<file path="src/rtl/pixfmt_pkg.sv">
// Constants and carrier types for the pixel output formatter.
// Assumes a single 100 MHz core clock and an externally sampled link clock.
package pixfmt_pkg;

    // ------------------------------------------------------------
    // Sizes
    // ------------------------------------------------------------
    localparam int ADC_W = 10;
    localparam int NUM_CH = 4;
    localparam int WORD_W = 10;
    localparam int CNT_W = 4;

    // Last bit slot of a word: ten slots in 10-bit mode, eight in 8-bit mode
    localparam logic [CNT_W-1:0] LAST_BIT10 = 4'h9;
    localparam logic [CNT_W-1:0] LAST_BIT8 = 4'h7;

    // ------------------------------------------------------------
    // Rate limits (Mbps), pixel rate per channel (Mpix/s) and typical fast clock (MHz)
    // ------------------------------------------------------------
    localparam int MAX_RATE10_MBPS = 620;
    localparam int MAX_RATE8_MBPS = 496;
    localparam int CH_MPIX = 62;
    localparam int FAST_CLK10_MHZ = 310;
    localparam int FAST_CLK8_MHZ = 248;

    // ------------------------------------------------------------
    // Sync codes, arbitrary but distinct; the training word reuses the idle code
    // ------------------------------------------------------------
    localparam logic [WORD_W-1:0] CODE_FS = 10'h2AA;
    localparam logic [WORD_W-1:0] CODE_LS = 10'h0AA;
    localparam logic [WORD_W-1:0] CODE_FE = 10'h32A;
    localparam logic [WORD_W-1:0] CODE_LE = 10'h12A;
    localparam logic [WORD_W-1:0] CODE_IMG = 10'h035;
    localparam logic [WORD_W-1:0] CODE_CRC = 10'h059;
    localparam logic [WORD_W-1:0] CODE_IDLE = 10'h3A6;
    localparam logic [WORD_W-1:0] TRAIN_WORD = 10'h3A6;

    // CRC-10 polynomial x^10+x^9+x^5+x^4+x+1 and seed
    localparam logic [WORD_W-1:0] CRC_POLY = 10'h233;
    localparam logic [WORD_W-1:0] CRC_SEED = 10'h3FF;

    // ------------------------------------------------------------
    // Carriers
    // ------------------------------------------------------------
    typedef struct packed {
        logic [ADC_W-1:0] even;
        logic [ADC_W-1:0] odd;
    } adc_pair_s;

    typedef struct packed {
        logic frame_start;
        logic frame_end;
        logic line_start;
        logic line_end;
    } timing_s;

    typedef enum logic [4:0] {
        ST_IDLE = 5'h01,
        ST_SYNC = 5'h02,
        ST_PIX = 5'h04,
        ST_CRC = 5'h08,
        ST_END = 5'h10
    } phase_e;

endpackage

</file>
<file path="src/rtl/pixel_output_formatter.sv">
// Pixel output formatter: pair merge, line CRC, sync codes, DDR serialiser.
// Assumes pixel pairs and timing come from the core clock domain; the
// link clock arrives on a pin and is sampled by the core clock.
`timescale 1ns/1ps
`default_nettype none
module pixel_output_formatter (
    input wire logic clk_i,
    input wire logic rst_i,
    input wire logic link_clk_i,
    input wire logic mode10_i,
    input wire logic fast_clk_sel_i,
    input wire logic [pixfmt_pkg::NUM_CH-1:0] pair_valid_i,
    input wire pixfmt_pkg::adc_pair_s [pixfmt_pkg::NUM_CH-1:0] pair_i,
    input wire pixfmt_pkg::timing_s timing_i,
    output logic pair_ready_o,
    output logic pll_en_o,
    output logic [pixfmt_pkg::NUM_CH-1:0] data_lane_o,
    output logic sync_lane_o,
    output logic clk_lane_o
);

    localparam int N = pixfmt_pkg::NUM_CH;
    localparam int W = pixfmt_pkg::WORD_W;

    // ------------------------------------------------------------
    // State
    // ------------------------------------------------------------
    typedef struct packed {
        logic [1:0] lclk_sync;
        logic lclk_prev;
        pixfmt_pkg::phase_e phase;
        logic odd_sel;
        logic line_open;
        logic frame_end_pend;
        logic [N-1:0][W-1:0] hold;
        logic [N-1:0][W-1:0] crc;
        logic [N-1:0][W-1:0] shift;
        logic [W-1:0] sync_shift;
        logic [N-1:0][W-1:0] next_word;
        logic [W-1:0] next_sync;
        logic word_ready;
        logic [pixfmt_pkg::CNT_W-1:0] bit_cnt;
        logic [N-1:0] lane;
        logic sync_bit;
        logic clk_bit;
        logic pll_en;
    } state_s;

    state_s state_reg;
    state_s state_next;

    // One CRC-10 step over a whole word, MSB first
    function automatic logic [W-1:0] crc_step(input logic [W-1:0] c, input logic [W-1:0] d);
        logic [W-1:0] r;
        r = c;
        for (int b = W - 1; b >= 0; b--) begin
            if (r[W-1] ^ d[b]) begin
                r = {r[W-2:0], 1'b0} ^ pixfmt_pkg::CRC_POLY;
            end else begin
                r = {r[W-2:0], 1'b0};
            end
        end
        return r;
    endfunction

    // Select the word width given to formatting; 8-bit mode drops the two LSBs
    function automatic logic [W-1:0] fmt(input logic [W-1:0] a, input logic m10);
        return m10 ? a : {2'b00, a[W-1:2]};
    endfunction

    logic lclk_edge;
    logic [pixfmt_pkg::CNT_W-1:0] last_bit;

    // Any link clock edge is a bit slot: data leaves on both edges
    assign lclk_edge = state_reg.lclk_sync[1] ^ state_reg.lclk_prev;
    // Bit slots per word follow the mode, setting 10- or 8-bit lane rate
    assign last_bit = mode10_i ? pixfmt_pkg::LAST_BIT10 : pixfmt_pkg::LAST_BIT8;

    // ------------------------------------------------------------
    // Next state
    // ------------------------------------------------------------
    always_comb begin
        state_next = state_reg;
        state_next.lclk_sync = {state_reg.lclk_sync[0], link_clk_i};
        state_next.lclk_prev = state_reg.lclk_sync[1];
        // Fast clock replaces the PLL output, so the PLL is switched off
        state_next.pll_en = ~fast_clk_sel_i;

        // Word formation, one word per serial word time
        if (!state_reg.word_ready) begin
            state_next.word_ready = 1'b1;
            unique case (state_reg.phase)
                pixfmt_pkg::ST_IDLE: begin
                    state_next.next_sync = pixfmt_pkg::CODE_IDLE;
                    for (int i = 0; i < N; i++) begin
                        state_next.next_word[i] = pixfmt_pkg::TRAIN_WORD;
                    end
                    if (timing_i.line_start) begin
                        state_next.phase = pixfmt_pkg::ST_SYNC;
                        state_next.next_sync = timing_i.frame_start ? pixfmt_pkg::CODE_FS
                                                                    : pixfmt_pkg::CODE_LS;
                        for (int i = 0; i < N; i++) begin
                            state_next.crc[i] = pixfmt_pkg::CRC_SEED;
                        end
                    end
                end
                pixfmt_pkg::ST_SYNC, pixfmt_pkg::ST_PIX: begin
                    state_next.phase = pixfmt_pkg::ST_PIX;
                    state_next.next_sync = pixfmt_pkg::CODE_IMG;
                    if (timing_i.line_end && !state_reg.odd_sel) begin
                        state_next.phase = pixfmt_pkg::ST_CRC;
                        state_next.frame_end_pend = timing_i.frame_end;
                        state_next.next_sync = timing_i.frame_end ? pixfmt_pkg::CODE_FE
                                                                  : pixfmt_pkg::CODE_LE;
                        for (int i = 0; i < N; i++) begin
                            state_next.next_word[i] = state_reg.crc[i];
                        end
                    end else begin
                        // Even word from the incoming pair, odd word from the hold
                        for (int i = 0; i < N; i++) begin
                            if (state_reg.odd_sel) begin
                                state_next.next_word[i] = state_reg.hold[i];
                            end else begin
                                state_next.next_word[i] = fmt(pair_i[i].even, mode10_i);
                                state_next.hold[i] = fmt(pair_i[i].odd, mode10_i);
                            end
                            state_next.crc[i] = crc_step(state_reg.crc[i], state_next.next_word[i]);
                        end
                        state_next.odd_sel = ~state_reg.odd_sel;
                    end
                end
                pixfmt_pkg::ST_CRC: begin
                    state_next.phase = pixfmt_pkg::ST_IDLE;
                    state_next.frame_end_pend = 1'b0;
                    state_next.next_sync = pixfmt_pkg::CODE_IDLE;
                    for (int i = 0; i < N; i++) begin
                        state_next.next_word[i] = pixfmt_pkg::TRAIN_WORD;
                    end
                end
                default: begin
                    state_next.phase = pixfmt_pkg::ST_IDLE;
                end
            endcase
        end

        // Serialiser: one bit per link clock edge on every lane
        if (lclk_edge) begin
            state_next.clk_bit = state_reg.lclk_sync[1];
            for (int i = 0; i < N; i++) begin
                state_next.lane[i] = state_reg.shift[i][W-1];
                state_next.shift[i] = {state_reg.shift[i][W-2:0], 1'b0};
            end
            state_next.sync_bit = state_reg.sync_shift[W-1];
            state_next.sync_shift = {state_reg.sync_shift[W-2:0], 1'b0};
            state_next.bit_cnt = state_reg.bit_cnt + 4'h1;
            if (state_reg.bit_cnt == last_bit) begin
                state_next.bit_cnt = '0;
                // Left-align 8-bit words so MSB goes first in either mode
                for (int i = 0; i < N; i++) begin
                    state_next.shift[i] = mode10_i ? state_reg.next_word[i]
                                                   : {state_reg.next_word[i][7:0], 2'b00};
                end
                state_next.sync_shift = mode10_i ? state_reg.next_sync
                                                 : {state_reg.next_sync[7:0], 2'b00};
                state_next.word_ready = 1'b0;
            end
        end
    end

    // ------------------------------------------------------------
    // Registers
    // ------------------------------------------------------------
    always_ff @(posedge clk_i or posedge rst_i) begin
        if (rst_i) begin
            state_reg <= '{
                lclk_sync: 2'b00, lclk_prev: 1'b0, phase: pixfmt_pkg::ST_IDLE,
                odd_sel: 1'b0, line_open: 1'b0, frame_end_pend: 1'b0,
                hold: '0, crc: '0, shift: '0, sync_shift: '0, next_word: '0,
                next_sync: '0, word_ready: 1'b1, bit_cnt: '0, lane: '0,
                sync_bit: 1'b0, clk_bit: 1'b0, pll_en: 1'b1
            };
        end else begin
            state_reg <= state_next;
        end
    end

    // ------------------------------------------------------------
    // Outputs
    // ------------------------------------------------------------
    // A pair is taken only when the even word is being formed; a line end in
    // that slot sends the CRC instead, so no pair is consumed then
    assign pair_ready_o = ~state_reg.word_ready & ~state_reg.odd_sel
                          & ~timing_i.line_end
                          & (state_reg.phase == pixfmt_pkg::ST_SYNC
                             || state_reg.phase == pixfmt_pkg::ST_PIX);
    assign pll_en_o = state_reg.pll_en;
    assign data_lane_o = state_reg.lane;
    assign sync_lane_o = state_reg.sync_bit;
    assign clk_lane_o = state_reg.clk_bit;

endmodule
`default_nettype wire

</file>
<file path="config.mk">
export PLATFORM = sky130hd
export DESIGN_NAME = pixel_output_formatter
export DESIGN_NICKNAME = d
export VERILOG_FILES = /design/src/rtl/pixfmt_pkg.sv /design/src/rtl/pixel_output_formatter.sv
export SDC_FILE = /design/constraint.sdc
export NUM_CORES = 1
export LEC_CHECK = 0
export BUFFER_PORTS_ARGS = -buffer_cell sky130_fd_sc_hd__buf_2
export CAP_MARGIN = 20
export CORE_ASPECT_RATIO = 0.8
export CORE_MARGIN = 3
export CORE_UTILIZATION = 40
export DETAILED_ROUTE_END_ITERATION = 16
export PLACE_DENSITY = 0.54
export SLEW_MARGIN = 5
export SYNTH_ARGS = -nofsm -noshare
export SYNTH_HDL_FRONTEND = slang
export SYNTH_SLANG_ARGS = --single-unit
</file>
<file path="constraint.sdc">
create_clock -name clk_i -period 17.55 [get_ports clk_i]
set_clock_uncertainty 0.2 [all_clocks]
set_input_delay 0 -clock clk_i [delete_from_list [all_inputs] [get_ports clk_i]]
set_output_delay 0 -clock clk_i [all_outputs]
set_load 0.02 [all_outputs]
</file>
# After elaboration in Yosys (flattened, before gate mapping)
# Cells that the tools add are included.
# classes
mux	193
n_bitwise	89
reduce_logical	11
n_addsub	1
eq_ne	7
# ops
op	n
2-to-1 mux 10 bit	181
NOT 5 bit	40
one-hot mux 50 bit (3 select lines)	1
2-to-1 mux 40 bit	3
one-hot mux 40 bit (2 select lines)	1
2-to-1 mux 50 bit	1
XOR 1 bit	41
2-to-1 mux 11 bit	1
2-to-1 mux 5 bit	2
one-hot mux 5 bit (2 select lines)	1
2-to-1 mux 4 bit	2
AND reduction 4 bit	2
equality test 5 x 1 -> 1 bit, second input constant	1
equality test 5 x 2 -> 1 bit, second input constant	1
equality test 5 x 3 -> 1 bit, second input constant	1
equality test 5 x 4 -> 1 bit, second input constant	1
NOT 1 bit	5
adder 4 x 1 -> 4 bit, second input constant	1
equality test 4 bit	1
inequality test 2 bit, second input constant	2
AND reduction 2 bit	2
AND 1 bit	3
AND reduction 3 bit	1
nonzero test 3 bit	1
other kinds (5)	5
# word_totals
reg_bits	201
in_bits	93
output_inout_bits	8
elab_cells	329

# Depth between registers and ports, before layout
# depth
word_depth	54
depth_mapped	12
mapped_depth_nobuf	8

# Worst setup path before layout
# Ideal clock, no wire load.
# synth_timing
path_kind	reg2reg
startpoint	register state_reg[197] in the netlist's numbering
endpoint	register state_reg[172] in the netlist's numbering
setup_slack_ps	14836
arrival_time_ps	2383
setup_time_ps	131
n_path_buf	3
stages_incl_launch_ff	10
required_time_ps	17219
path_cell_list	dfrtp_1 buf_2 or3_4 a221oi_4 nand2_2 or3_1 buf_2 inv_4 buf_2 a21oi_1
# synth_via
elab_chain_len	3
# synth_lines
item	line_no	source
start, declared	pixel_output_formatter.sv:49	state_s state_reg;
start signal, assigned	pixel_output_formatter.sv:175	state_reg <= '{
start signal, assigned	pixel_output_formatter.sv:183	state_reg <= state_next;
equality test 5 x 2 -> 1 bit / equality test 5 x 3 -> 1 bit (equally long branches)	pixel_output_formatter.sv:92	unique case (state_reg.phase)
OR reduction 2 bit *	pixel_output_formatter.sv:92	
AND reduction 4 bit (no line) *	-	
# Mark *: on every way between the ends. The rest lies on a longest branch, timed or not.
# A chain may end at the register's enable or synchronous reset.

# Final worst setup path
# layout_timing
startpoint	register state_reg[197] in the netlist's numbering
endpoint	register state_reg[190] in the netlist's numbering
# The elaborated chain is that of the path after synthesis.

==> metrics.txt <==
# TYPE chip_impl_metric gauge
chip_impl_metric{name="setup_viol",unit=""} 0
chip_impl_metric{name="worst_ep_arrival_time",unit="ns"} 4.42
chip_impl_metric{name="achievable-frequency",unit="GHz"} 0.235
chip_impl_metric{name="post-cts-setup-buffer-count",unit=""} 0
chip_impl_metric{name="postRouteAntennaNets",unit=""} 0
chip_impl_metric{name="maximum_capacitance_violations",unit=""} 0
chip_impl_metric{name="critPathMaxFanout",unit=""} 73
chip_impl_metric{name="synth-seq-area-share",unit="%"} 45.0
chip_impl_metric{name="flow.area_growth_from_synthesis",unit="%"} 18.7
chip_impl_metric{name="vert_die_dim",unit="µm"} 155
chip_impl_metric{name="p_leak",unit="nW"} 6.06
chip_impl_metric{name="synth_fp_nets",unit=""} 1293
chip_impl_metric{name="timing.setup.tns",unit="ns"} 0
chip_impl_metric{name="antenna_violations_before_repair",unit=""} 0
chip_impl_metric{name="ys.warnings.count",unit=""} 0
chip_impl_metric{name="ff2ff_setup_slack",unit="ns"} 13.30
chip_impl_metric{name="number_of_clock_sinks_seen_by_cts",unit=""} 198
chip_impl_metric{name="cts.path.max_buffers",unit=""} 2
chip_impl_metric{name="critical_path.max_stage_delay",unit="ns"} 0.74
chip_impl_metric{name="clk_pin_slew",unit="ns"} 0.07
chip_impl_metric{name="required_arrival_time_at_the_worst_endpoint",unit="ns"} 17.72
chip_impl_metric{name="worst_max_slew_pin_slew",unit="ns"} 0.984
chip_impl_metric{name="synthDistinctLibCells",unit=""} 53
chip_impl_info{name="endpoint_kind",value="flop"} 1
chip_impl_metric{name="initialDrtViolationCount",unit=""} 514
chip_impl_metric{name="die_area",unit="µm²"} 29600
chip_impl_metric{name="cells_after_synthesis",unit=""} 1199
chip_impl_metric{name="post_synth_instance_area",unit="µm²"} 11000
chip_impl_metric{name="synthDominantCellAreaShare",unit="%"} 44.2
chip_impl_metric{name="largest_register_ffs",unit=""} 189
chip_impl_info{name="critical_path.cell_chain",value="nor3b_1 > nor2_1 > a221oi_4 > nand2_2 > or3_1 > inv_4 > nand3_1 > dlygate4sd3_1 > nand2_1"} 1
chip_impl_info{name="run_status",value="finished, final reports clean"} 1
chip_impl_info{name="cts_tree",value="done"} 1
chip_impl_metric{name="worst_ir_drop_vdd",unit="µV"} 141
chip_impl_metric{name="grt_first_pass_wirelength",unit="mm"} 44.9
chip_impl_metric{name="cts-resized-gates",unit=""} 0
chip_impl_metric{name="vias_per_cell",unit=""} 5.13
chip_impl_metric{name="floorplan.initialDensity",unit="%"} 41.3
chip_impl_metric{name="hold_fails_final_rpt",unit=""} 0
chip_impl_metric{name="buffer_ports.inserted",unit=""} 96
chip_impl_info{name="mostFrequentLayoutCell",value="sky130_fd_sc_hd__dfrtp_1"} 1
chip_impl_metric{name="dp.final_hpwl",unit="mm"} 17.5
chip_impl_metric{name="post-route-min-period",unit="ns"} 4.25
chip_impl_metric{name="power.sequential.fraction",unit="%"} 34.1
chip_impl_info{name="cts.root.buffer_cell",value="sky130_fd_sc_hd__clkbuf_16"} 1
chip_impl_metric{name="detail_route.wirelength",unit="mm"} 26.8
chip_impl_info{name="mostFrequentLayoutCells",value="sky130_fd_sc_hd__dfrtp_1, sky130_fd_sc_hd__nand2_1, sky130_fd_sc_hd__nor2_1"} 1
chip_impl_metric{name="nets",unit=""} 1414
chip_impl_info{name="crit_type",value="flop to flop"} 1
chip_impl_metric{name="asr_flop_ratio_synth",unit="%"} 100
chip_impl_metric{name="max-slew-margin-rel",unit="%"} 34.4
chip_impl_metric{name="dieWidth",unit="µm"} 192
chip_impl_metric{name="vias",unit=""} 8663
chip_impl_metric{name="drc",unit=""} 0
chip_impl_metric{name="cts_buffers",unit=""} 17
chip_impl_metric{name="maximum_number_of_pins_on_one_net_before_global_route_repair",unit=""} 93
chip_impl_metric{name="power.density",unit="nW/µm²"} 170
chip_impl_metric{name="clkPwrFrac",unit="%"} 18.7
chip_impl_info{name="timing.critical_path.slowest_stage_cell",value="sky130_fd_sc_hd__or3_1"} 1
chip_impl_metric{name="drv_slew",unit=""} 0
chip_impl_metric{name="drt_pre_antenna_iters",unit=""} 5
chip_impl_metric{name="power.switching",unit="mW"} 0.830
chip_impl_metric{name="floorplan.rows",unit=""} 53
chip_impl_metric{name="grt_pass1_vias",unit=""} 8779
chip_impl_info{name="synth_flop_cell",value="sky130_fd_sc_hd__dfrtp_1"} 1
chip_impl_metric{name="core_area",unit="µm²"} 26700
chip_impl_metric{name="synth_enable_flop_cells",unit=""} 0
chip_impl_metric{name="utilization",unit="%"} 49.0
chip_impl_metric{name="layout_worst_path_cycle_share",unit="%"} 24.2
chip_impl_metric{name="routedWlPerCell",unit="µm"} 15.9
chip_impl_info{name="setup_repair_after_global_routing_missed_its_margin",value="no"} 1
chip_impl_metric{name="routabilityCongestion",unit=""} 0.802
chip_impl_metric{name="cts.htree.levels",unit=""} 4
chip_impl_metric{name="pint",unit="mW"} 1.39
chip_impl_metric{name="antennaDiodeCount",unit=""} 0
chip_impl_metric{name="grt_util_all_layers",unit="%"} 18.9
chip_impl_metric{name="post_route_cells_drive_above_1_share",unit="%"} 12.8
chip_impl_metric{name="holdWs",unit="ns"} 0.0222
chip_impl_metric{name="postSynthRegisterBits",unit=""} 198
chip_impl_info{name="cp-start-kind",value="flop"} 1
chip_impl_info{name="yosysTopAreaCell",value="sky130_fd_sc_hd__dfrtp_1"} 1
chip_impl_metric{name="power.share.combinational",unit="%"} 47.2
chip_impl_metric{name="io-pin-count",unit=""} 101
chip_impl_info{name="min-delay-path-class",value="input port to async pin"} 1
chip_impl_metric{name="overflow",unit=""} 0
chip_impl_metric{name="later_pin_clock_latency_in_the_skew_report",unit="ns"} 0.43
chip_impl_metric{name="syn_area_per_cell",unit="µm²"} 9.20
chip_impl_metric{name="swShare",unit="%"} 37.4
chip_impl_metric{name="cts_hold_buf",unit=""} 81
chip_impl_info{name="synthTopCellsByArea",value="sky130_fd_sc_hd__dfrtp_1, sky130_fd_sc_hd__mux2i_1, sky130_fd_sc_hd__a21oi_1, sky130_fd_sc_hd__nand2_1, sky130_fd_sc_hd__nor2_1"} 1
## through the flow
| stage | instance area (µm²) | worst slack, ns | total power, mW | instances |
|---|---|---|---|---|
| 2_1_floorplan | 11000 | 11.96 | 1.61 | 1199 |
| 3_3_place_gp | 11700 | 13.66 | 1.79 | 1577 |
| 3_5_place_dp | 11700 | 13.66 | 1.80 | 1577 |
| 4_1_cts | 13100 | 13.33 | 2.24 | 1689 |
| 5_1_grt | 13100 | 12.95 | 2.40 | 1689 |
| 6_report | 13100 | 13.30 | 2.22 | 1689 |
## path summary, 6_finish.rpt
| check | from | endpoint | depth (start not counted) |
|---|---|---|---|
| worst max register to register | state_reg[197]$_DFFE_PP0P_ | state_reg[190]$_DFFE_PP0P_ | 9 |
| worst min register to register | state_next[202]$_DFF_PP0_ | state_next[200]$_DFF_PP0_ | 0 |
| max in group asynchronous | rst_i | state_reg[119]$_DFFE_PP0P_ | 4 |
| worst min-delay path | rst_i | state_reg[154]$_DFFE_PP0P_ | 3 |
| min in group clk_i | pair_i[54] | state_reg[46]$_DFFE_PP0P_ | 7 |
| worst max-delay path | state_reg[197]$_DFFE_PP0P_ | state_reg[190]$_DFFE_PP0P_ | 9 |
## synthesized netlist by cell type (3+ instances only)
cell,instances
sky130_fd_sc_hd__clkbuf_1,47
sky130_fd_sc_hd__nor2_1,156
sky130_fd_sc_hd__inv_1,9
sky130_fd_sc_hd__xnor2_2,3
sky130_fd_sc_hd__a31oi_1,14
sky130_fd_sc_hd__mux2_1,3
sky130_fd_sc_hd__buf_2,16
sky130_fd_sc_hd__dfstp_2,3
sky130_fd_sc_hd__o21a_1,4
sky130_fd_sc_hd__nor2b_1,4
sky130_fd_sc_hd__mux2i_1,117
sky130_fd_sc_hd__nand2_1,176
sky130_fd_sc_hd__mux2_2,4
sky130_fd_sc_hd__buf_4,9
sky130_fd_sc_hd__nand2b_1,4
sky130_fd_sc_hd__o21ai_0,89
sky130_fd_sc_hd__xnor3_1,8
sky130_fd_sc_hd__dfrtp_1,195
sky130_fd_sc_hd__xor2_1,38
sky130_fd_sc_hd__buf_1,9
sky130_fd_sc_hd__nand3_1,15
sky130_fd_sc_hd__buf_6,7
sky130_fd_sc_hd__xnor2_1,55
sky130_fd_sc_hd__xor2_2,3
sky130_fd_sc_hd__o22a_1,24
sky130_fd_sc_hd__a21oi_1,142
sky130_fd_sc_hd__nor3_1,7
## area by class of cell
cell class | instances | area (µm²)
Clock buffer | 19 | 433
Clock inverter | 12 | 179
Fill cell | 2538 | 13600
Inverter | 10 | 47.5
Multi-Input combinational cell | 903 | 5630
Sequential cell | 198 | 4960
Tap cell | 357 | 447
Timing Repair Buffer | 190 | 1400
## kinds of logic after synthesis
family                     count (synthesis)  synth area share [%]
and+or+nand+nor                          378                  13.8
AOI/OAI and AO/OA                        288                  14.8
DFF                                      198                  45.0
muxes                                    128                  12.0
xor gates and xnor gates                 107                  9.90
buffers and inverters                     98                  4.32
adders and majority gates                  2                 0.204
## per-layer routing
metal | vias to the layer above | share of wire [%] | GRT usage (%)
li1 | 4322 | - | -
met2 | 83 | 49 | 32.0
met4 | 0 | 1.3 | 4.51
met5 | - | 0 | 0
met3 | 20 | 1.8 | 2.88
met1 | 4238 | 48 | 25.6
## power by group through the flow
| stage | Sequential (mW) | Clock (mW) | Combinational [mW] |
|---|---|---|---|
| 2_1_floorplan | 0.721 | 0 | 0.886 |
| 3_3_place_gp | 0.762 | 0 | 1.03 |
| 3_5_place_dp | 0.765 | 0 | 1.03 |
| 4_1_cts | 0.757 | 0.429 | 1.06 |
| 5_1_grt | 0.783 | 0.447 | 1.17 |
| 6_report | 0.757 | 0.417 | 1.05 |
## worst max-delay path, delay by kind of cell (launching register included)
family,cells,cell delay (ns)
AOI/OAI and AO/OA,1,0.30
and+or+nand+nor,6,1.93
buffers and inverters,2,1.21
DFF,1,0.51
Power figures use the tool's default switching activity.
